==> src/pkg/qrw_pkg.sv <==
// Purpose: constants and types for the quad i/o read sequencer
// Assumes: spi mode 0, serial clock at most one quarter of the system clock
// Notes: opcodes go in on quad_data_lines[0]; everything after goes on all four lines
package qrw_pkg;
  localparam int ADDR_W = 24;
  localparam logic [7:0] OP_QUAD_READ = 8'heb;
  localparam logic [7:0] OP_WORD_READ = 8'he7;
  localparam logic [7:0] OP_OCTAL_READ = 8'he3;
  localparam logic [7:0] OP_WRAP_SETUP = 8'h77;
  localparam logic [4:0] OPCODE_CLKS = 5'h08;
  localparam logic [4:0] ADDR_CLKS = 5'h06;
  localparam logic [4:0] MODE_CLKS = 5'h02;
  localparam logic [4:0] WRAP_SETUP_CLKS = 5'h08;
  localparam logic [4:0] DUMMY_QUAD = 5'h04;
  localparam logic [4:0] DUMMY_WORD = 5'h02;
  localparam logic [4:0] DUMMY_OCTAL = 5'h00;
  localparam logic [1:0] CONT_KEEP = 2'h2;
  localparam int CONT_SEL_POS = 4;
  localparam int WRAP_DIS_POS = 4;
  localparam int WRAP_LEN_POS = 5;
  localparam logic WRAP_DIS_RST = 1'b1;
  localparam logic [1:0] WRAP_LEN_RST = 2'h0;
  localparam logic [23:0] WORD_ALIGN_MASK = 24'hfffffe;
  localparam logic [23:0] OCTAL_ALIGN_MASK = 24'hfffff0;
  localparam logic [4:0] RESET_MIN_NIBBLES = 5'h02;

  typedef enum logic [2:0] {
    ST_IDLE = 3'h0,
    ST_OPCODE = 3'h1,
    ST_ADDR = 3'h3,
    ST_MODE = 3'h2,
    ST_DUMMY = 3'h6,
    ST_DATA = 3'h7,
    ST_WRAPSET = 3'h5,
    ST_IGNORE = 3'h4
  } qrw_state_t;

  typedef enum logic [1:0] {
    CMD_QUAD = 2'h0,
    CMD_WORD = 2'h1,
    CMD_OCTAL = 2'h2
  } qrw_cmd_t;

  // section mask for a wrap length code: 8 << len, minus one
  function automatic logic [23:0] qrw_wrap_mask(input logic [1:0] len);
    qrw_wrap_mask = (24'h000008 << len) - 24'h000001;
  endfunction
endpackage

==> src/pkg/qrw_addr_if.sv <==
`timescale 1ns/1ps
// Purpose: carries the read address controls between sequencer and address counter
// Assumes: single system clock
// Notes: load and advance are one-cycle pulses
interface qrw_addr_if;
  logic load;
  logic [23:0] load_addr;
  logic advance;
  logic wrap_en;
  logic [1:0] wrap_len;
  logic [23:0] addr;
  modport ctrl (output load, output load_addr, output advance, output wrap_en,
    output wrap_len, input addr);
  modport cnt (input load, input load_addr, input advance, input wrap_en,
    input wrap_len, output addr);
endinterface

==> src/hdl/qrw_addr_gen.sv <==
`timescale 1ns/1ps
// Purpose: read address counter with section wrap
// Assumes: advance only while a read streams
// Notes: address held in a flip-flop, drives the memory port directly
module qrw_addr_gen
  import qrw_pkg::*;
(
  input wire logic clock,
  input wire logic sys_rst,
  qrw_addr_if.cnt ai
);
  logic [23:0] addr_r;
  logic [23:0] mask;
  logic [23:0] addr_nxt;

  assign mask = qrw_wrap_mask(ai.wrap_len);
  assign ai.addr = addr_r;

  always_comb
  begin
    if (ai.wrap_en)
      addr_nxt = (addr_r & ~mask) | ((addr_r + 24'h000001) & mask);
    else
      addr_nxt = addr_r + 24'h000001;
  end

  always_ff @(posedge clock)
  begin
    if (sys_rst)
      addr_r <= '0;
    else if (ai.load)
      addr_r <= ai.load_addr;
    else if (ai.advance)
      addr_r <= addr_nxt;
  end
endmodule // qrw_addr_gen

==> src/hdl/qrw_quad_read.sv <==
`timescale 1ns/1ps
// Purpose: quad i/o read sequencer with wrap setup and continuous mode
// Assumes: pins synchronous to clock; serial clock at most clock/4
// Notes: memory answers mem_rdata one clock after mem_addr changes
module qrw_quad_read
  import qrw_pkg::*;
(
  input wire logic clock,
  input wire logic sys_rst,
  input wire logic chip_sel_n,
  input wire logic serial_clk,
  input wire logic [3:0] quad_data_lines_in,
  output logic [3:0] quad_data_lines_out,
  output logic [3:0] quad_data_lines_oe,
  input wire logic quad_lines_enable_bit,
  output logic [23:0] mem_addr,
  input wire logic [7:0] mem_rdata,
  output logic wrap_disable_bit,
  output logic [1:0] wrap_length_select,
  output logic continuous_active
);
  qrw_state_t state_r;
  qrw_cmd_t cmd_r;
  qrw_cmd_t cont_cmd_r;
  logic [4:0] cnt_r;
  logic [7:0] op_r;
  logic [7:0] op_nxt;
  logic [19:0] addr_sh_r;
  logic [23:0] addr_full;
  logic [3:0] mode_hi_r;
  logic [7:0] wrap_byte_nxt;
  logic [4:0] dummy_need;
  logic sclk_q_r;
  logic cs_q_r;
  logic sclk_rise;
  logic sclk_fall;
  logic cs_rise;
  logic phase_r;
  logic [3:0] lo_r;
  logic ones_r;
  logic mode_done;
  logic ff_reset;
  logic [3:0] io_out_r;
  logic io_oe_r;
  logic wrap_dis_r;
  logic [1:0] wrap_len_r;
  logic cont_r;

  qrw_addr_if ai ();

  qrw_addr_gen u_addr (
    .clock(clock),
    .sys_rst(sys_rst),
    .ai(ai.cnt)
  );

  assign sclk_rise = serial_clk & ~sclk_q_r;
  assign sclk_fall = ~serial_clk & sclk_q_r;
  assign cs_rise = chip_sel_n & ~cs_q_r;
  assign op_nxt = {op_r[6:0], quad_data_lines_in[0]};
  assign addr_full = {addr_sh_r, quad_data_lines_in};
  assign wrap_byte_nxt = {mode_hi_r, quad_data_lines_in};
  assign mode_done = sclk_rise && state_r == ST_MODE && cnt_r == MODE_CLKS - 5'h01;
  assign ff_reset = cs_rise && cont_r && state_r == ST_ADDR && ones_r &&
    cnt_r >= RESET_MIN_NIBBLES;

  always_comb
  begin
    unique case (cmd_r)
      CMD_WORD: dummy_need = DUMMY_WORD;
      CMD_OCTAL: dummy_need = DUMMY_OCTAL;
      default: dummy_need = DUMMY_QUAD;
    endcase
  end

  always_ff @(posedge clock)
  begin
    if (sys_rst)
    begin
      sclk_q_r <= 1'b0;
      cs_q_r <= 1'b1;
    end
    else
    begin
      sclk_q_r <= serial_clk;
      cs_q_r <= chip_sel_n;
    end
  end

  // command framing
  always_ff @(posedge clock)
  begin
    if (sys_rst || chip_sel_n)
    begin
      state_r <= ST_IDLE;
      cnt_r <= '0;
    end
    else if (state_r == ST_IDLE)
    begin
      state_r <= cont_r ? ST_ADDR : ST_OPCODE;
      cnt_r <= '0;
    end
    else if (sclk_rise)
    begin
      cnt_r <= cnt_r + 5'h01;
      unique case (state_r)
        ST_OPCODE:
          if (cnt_r == OPCODE_CLKS - 5'h01)
          begin
            cnt_r <= '0;
            if (op_nxt == OP_WRAP_SETUP)
              state_r <= ST_WRAPSET;
            else if ((op_nxt == OP_QUAD_READ || op_nxt == OP_WORD_READ ||
                op_nxt == OP_OCTAL_READ) && quad_lines_enable_bit)
              state_r <= ST_ADDR;
            else
              state_r <= ST_IGNORE;
          end
        ST_ADDR:
          if (cnt_r == ADDR_CLKS - 5'h01)
          begin
            cnt_r <= '0;
            state_r <= ST_MODE;
          end
        ST_MODE:
          if (cnt_r == MODE_CLKS - 5'h01)
          begin
            cnt_r <= '0;
            state_r <= (dummy_need == 5'h00) ? ST_DATA : ST_DUMMY;
          end
        ST_DUMMY:
          if (cnt_r == dummy_need - 5'h01)
          begin
            cnt_r <= '0;
            state_r <= ST_DATA;
          end
        ST_WRAPSET:
          if (cnt_r == WRAP_SETUP_CLKS - 5'h01)
            state_r <= ST_IGNORE;
        ST_DATA, ST_IGNORE, ST_IDLE:
          cnt_r <= cnt_r;
      endcase
    end
  end

  // shift registers and command type
  always_ff @(posedge clock)
  begin
    if (sys_rst)
    begin
      op_r <= '0;
      addr_sh_r <= '0;
      mode_hi_r <= '0;
      cmd_r <= CMD_QUAD;
      ones_r <= 1'b0;
    end
    else if (state_r == ST_IDLE)
    begin
      cmd_r <= cont_cmd_r;
      ones_r <= 1'b1;
    end
    else if (sclk_rise)
    begin
      op_r <= op_nxt;
      addr_sh_r <= addr_full[19:0];
      mode_hi_r <= quad_data_lines_in;
      if (state_r == ST_ADDR)
        ones_r <= ones_r & (quad_data_lines_in == 4'hf);
      if (state_r == ST_OPCODE && cnt_r == OPCODE_CLKS - 5'h01)
        cmd_r <= (op_nxt == OP_WORD_READ) ? CMD_WORD :
          (op_nxt == OP_OCTAL_READ) ? CMD_OCTAL : CMD_QUAD;
    end
  end

  // wrap configuration
  always_ff @(posedge clock)
  begin
    if (sys_rst)
    begin
      wrap_dis_r <= WRAP_DIS_RST;
      wrap_len_r <= WRAP_LEN_RST;
    end
    else if (sclk_rise && state_r == ST_WRAPSET && cnt_r == WRAP_SETUP_CLKS - 5'h01)
    begin
      wrap_dis_r <= wrap_byte_nxt[WRAP_DIS_POS];
      wrap_len_r <= wrap_byte_nxt[WRAP_LEN_POS +: 2];
    end
  end

  // continuous mode; only the select bits matter
  always_ff @(posedge clock)
  begin
    if (sys_rst)
    begin
      cont_r <= 1'b0;
      cont_cmd_r <= CMD_QUAD;
    end
    else if (mode_done)
    begin
      cont_r <= (mode_hi_r[CONT_SEL_POS - 4 +: 2] == CONT_KEEP);
      cont_cmd_r <= cmd_r;
    end
    else if (ff_reset)
      cont_r <= 1'b0;
  end

  // address load and nibble output
  always_comb
  begin
    ai.load = sclk_rise && state_r == ST_ADDR && cnt_r == ADDR_CLKS - 5'h01;
    unique case (cmd_r)
      CMD_WORD: ai.load_addr = addr_full & WORD_ALIGN_MASK;
      CMD_OCTAL: ai.load_addr = addr_full & OCTAL_ALIGN_MASK;
      default: ai.load_addr = addr_full;
    endcase
    ai.advance = sclk_fall && state_r == ST_DATA && !phase_r;
    ai.wrap_en = !wrap_dis_r && cmd_r != CMD_OCTAL;
    ai.wrap_len = wrap_len_r;
  end

  always_ff @(posedge clock)
  begin
    if (sys_rst || chip_sel_n)
    begin
      io_out_r <= '0;
      io_oe_r <= 1'b0;
      phase_r <= 1'b0;
      lo_r <= '0;
    end
    else if (sclk_fall && state_r == ST_DATA)
    begin
      io_oe_r <= 1'b1;
      phase_r <= ~phase_r;
      if (!phase_r)
      begin
        io_out_r <= mem_rdata[7:4];
        lo_r <= mem_rdata[3:0];
      end
      else
        io_out_r <= lo_r;
    end
  end

  assign quad_data_lines_out = io_out_r;
  assign quad_data_lines_oe = {4{io_oe_r}};
  assign mem_addr = ai.addr;
  assign wrap_disable_bit = wrap_dis_r;
  assign wrap_length_select = wrap_len_r;
  assign continuous_active = cont_r;
endmodule // qrw_quad_read

==> config.mk <==
export PLATFORM = sky130hd
export DESIGN_NAME = qrw_quad_read
export DESIGN_NICKNAME = d
export VERILOG_FILES = /design/src/pkg/qrw_pkg.sv /design/src/pkg/qrw_addr_if.sv /design/src/hdl/qrw_addr_gen.sv /design/src/hdl/qrw_quad_read.sv
export SDC_FILE = /design/constraint.sdc
export NUM_CORES = 1
export LEC_CHECK = 0
export ABC_AREA = 1
export ABC_CLOCK_PERIOD_IN_PS = 2230
export BUFFER_PORTS_ARGS = -buffer_cell sky130_fd_sc_hd__buf_2
export CAP_MARGIN = 20
export CORE_MARGIN = 2
export CORE_UTILIZATION = 55
export CTS_CLUSTER_SIZE = 20
export DETAILED_ROUTE_END_ITERATION = 10
export PLACE_DENSITY = 0.76
export SYNTH_ARGS = -nofsm -noshare
export SYNTH_HDL_FRONTEND = slang
export SYNTH_HIERARCHICAL = 1
export SYNTH_SLANG_ARGS = --single-unit
==> constraint.sdc <==
create_clock -name clock -period 2.23 [get_ports clock]
set_input_delay 0.1115 -clock clock [delete_from_list [all_inputs] [get_ports clock]]
set_output_delay 0.1115 -clock clock [all_outputs]
set_load 0.005 [all_outputs]
==> impl_metrics.py <==
metrics = {
    "critical_path": {
        "endpoint_kind": "register",
        "cp_max_fo": 26,
        "r2r-start": "state_r[1]",
        "crit_type": "reg -> reg",
        "arrival_ns": 2.28,
        "critPathBufInv": 3,
        "crit_chain": "nand2_1 -> nor2_2 -> inv_1 -> nor3_4 -> buf_4 -> nor2_1 -> nand3_1 -> nand3_1 -> nand2_1 -> inv_1",
        "startpoint_type": "register",
        "path_delay_family": "simple AND/OR/NAND/NOR gates",
        "cp_slowest_cell": "dfxtp_1",
        "crit_required_ns": 2.48,
        "slowest_delay_ns": 0.42,
        "critPathLaunch": "state_r[1]",
    },
    "routing": {
        "viasPerCell": 5.32,
        "drt_wl_total_um": 10600,
        "antenna_left": 0,
        "drt_pass1_iterations": 5,
        "routedWlPerCell_um": 13.5,
        "drc": 0,
        "vias": 4191,
        "drtIter0Drc": 309,
    },
    "placement": {
        "place.gp.congestion": 0.886,
        "io_buffers": 52,
        "dp_hpwl_um": 8000,
        "pre_cts_slack_ns": 0.175,
    },
    "synthesis": {
        "synth.yosys.seq_area_share_pct": 35.6,
        "ys_warn_count": 6,
        "synth_flop_cell": "dfxtp_1",
        "postSynth.asyncResetShare_pct": 0,
        "avgSynthCellArea_sq_um": 6.72,
        "syn_inst": 627,
        "synthDistinctLibCells": 35,
        "ys_ff_latch": 75,
        "synth_edf_count": 0,
        "syn-cell-area_sq_mm": 0.00421,
        "synth_nets": 652,
    },
    "timing": {
        "setup_violations": 0,
        "final.setup.tns_ns": 0,
        "finalWorstSetupSlack_ns": 0.199,
        "worstMarginPinSlew_ns": 0.500,
        "relSlewSlack_pct": 66.6,
        "grt_setup_unrepaired": "no",
        "max_freq_mhz": 492,
        "drv_slew": 0,
        "post-route-min-period_ns": 2.03,
        "period_share_pct": 91.1,
        "hold_viol_final": 0,
        "final.setup_skew_ns": 0.0147,
    },
    "power": {
        "ir_drop_uv": 563,
        "p_total_mw": 3.51,
        "power.leakage_nw": 2.19,
        "p_per_area_mw_per_mm2": 731,
    },
    "floorplan": {
        "core_sq_mm": 0.00733,
        "die_area_sq_mm": 0.00838,
        "die_h_um": 91.5,
        "rows": 31,
        "start_util_pct": 57.5,
        "io_pins": 53,
        "die_w_um": 91.5,
    },
    "clock_network": {
        "cts_tree": "built",
        "cts_root_buf": "clkbuf_8",
        "cts.sinks": 75,
        "post_cts.repair.setup_buffers": 0,
        "cts-buffers-inserted": 9,
        "path_clk_slew_ns": 0.08,
        "clock_path_buffers": 2,
        "clk_latency_ns": 0.34,
        "cts_max_level": 3,
    },
    "run_status": {
        "status": "completed",
    },
    "global_routing": {
        "grt_usage_pct": 26.3,
        "grt-ovfl-total": 0,
        "grt_pass1_wl_um": 18100,
        "grt_max_degree": 27,
        "grt_pass1_vias": 3954,
        "antenna_found_initial": 0,
    },
    "hold_path": {
        "worstHoldStart": "mem_rdata[5]",
        "hold_path.class": "in -> reg",
    },
    "run": {
        "max_cap_violations": 0,
    },
    "finish": {
        "fin_nets": 710,
        "finish.utilization_pct": 65.6,
        "antenna_cells": 0,
        "drive_gt1_share_pct": 17.6,
        "area_growth_syn_to_layout_pct": 14.1,
    },
}
-- placed cells by master (no fill, tap or decap), types with 2 or more instances in the layout --
master         netlist  final
a21oi_1             51     51
a22oi_1              2      2
a31oi_1              5      5
buf_2                1     52
buf_4                6      8
clkbuf_8             0     11
clkinv_2             0      2
dfxtp_1             75     74
dlygate4sd3_1        0      4
ha_1                 8      8
inv_1               59     59
inv_2                8      8
inv_4                3      3
nand2_1            130    130
nand2_2              8      8
nand2_4              3      3
nand3_1             39     39
nand3_2              2      2
nand4_1              8      8
nor2_1              97     97
nor2_2               7      7
nor2_4               8      8
nor3_1               5      4
nor3b_1              2      2
o211ai_1             4      4
o21ai_0             62     62
xnor2_1              5      5
xor2_1              10     10
-- per-stage QoR --
step                      hold slack, ns  instance area, sq um  std cells
after floorplan                    0.181                  4210        627
after global placement             0.332                  4550        769
final                             0.0313                  4810        788
after detailed placement           0.339                  4550        769
after CTS                         0.0170                  4790        788
after global routing              0.0301                  4810        788
-- layout make-up --
class | instances | area [sq um]
inverter | 70 | 270
clock inverter | 4 | 48.8
clock buffer | 11 | 151
sequential | 75 | 1500
multi-input combinational | 465 | 2350
timing repair buffer | 64 | 360
tap | 99 | 124
fill | 697 | 2520
-- power breakdown --
part	leakage [nW]	internal (mW)	total (mW)	switching (mW)
Clock	0.106	0.572	1.06	0.486
Sequential	0.608	1.48	1.60	0.120
Combinational	1.48	0.286	0.860	0.574
-- tightest hold or removal path: cells and delay by family --
kind,cells,cell delay [ns]
simple gates,1,0.05
buf+inv,1,0.09
compound gates,1,0.07
-- cells by family (layout without fill, tap and decap cells) --
group	after synthesis	after routing	synth area share [%]
simple gates	312	312	33.4
compound gates	130	130	16.4
buf+inv	87	149	9.03
flops	75	75	35.6
xor+xnor	15	15	3.12
fa+ha+maj	8	8	2.38
-- metal layers --
metal	up-vias	wire length (um)	part of all wire, %	track usage [%]
met5	-	0	0	0
li1	2148	-	-	-
met2	138	5150	48	44.9
met1	1890	4770	45	33.9
met4	0	208	2.0	10.4
met3	15	509	4.8	2.74
-- final timing paths --
check	slack [ns]	endpoint	depth (start not counted)
worst min register to register	0.48	quad_data_lines_out[3]	2
worst max-delay path	0.20	register	10
worst max register to register	0.20	register	10
worst min-delay path	0.03	quad_data_lines_out[1]	3
-- synth_stat cells, types with 2 or more instances --
| master | n | share of area [%] |
|---|---|---|
| o21ai_0 | 62 | 7.4 |
| nand2_2 | 8 | 1.2 |
| xor2_1 | 10 | 2.1 |
| nor3_1 | 5 | 0.59 |
| o211ai_1 | 4 | 0.71 |
| nor2_2 | 7 | 1.0 |
| nand3_2 | 2 | 0.48 |
| nand4_1 | 8 | 1.2 |
| nor3b_1 | 2 | 0.36 |
| inv_4 | 3 | 0.45 |
| dfxtp_1 | 75 | 36 |
| inv_2 | 8 | 0.71 |
| nand2_1 | 130 | 12 |
| nor2_1 | 97 | 8.6 |
| clkbuf_1 | 7 | 0.62 |
| inv_1 | 59 | 5.3 |
| a21oi_1 | 51 | 6.1 |
| nand2_4 | 3 | 0.80 |
| nor2_4 | 8 | 2.1 |
| buf_6 | 3 | 0.80 |
| buf_4 | 6 | 1.1 |
| ha_1 | 8 | 2.4 |
| a22oi_1 | 2 | 0.36 |
| a21oi_2 | 2 | 0.42 |
| a31oi_1 | 5 | 0.74 |
| xnor2_1 | 5 | 1.0 |
| nand3_1 | 39 | 4.6 |
-- what timing repair did --
item                                   4_1_cts  5_1_grt
gates resized for setup                      0        3
setup endpoints to repair                    0       10
hold buffers                                 4        0
endpoints found under the hold margin        4        0
Power figures use the tool's default switching activity.
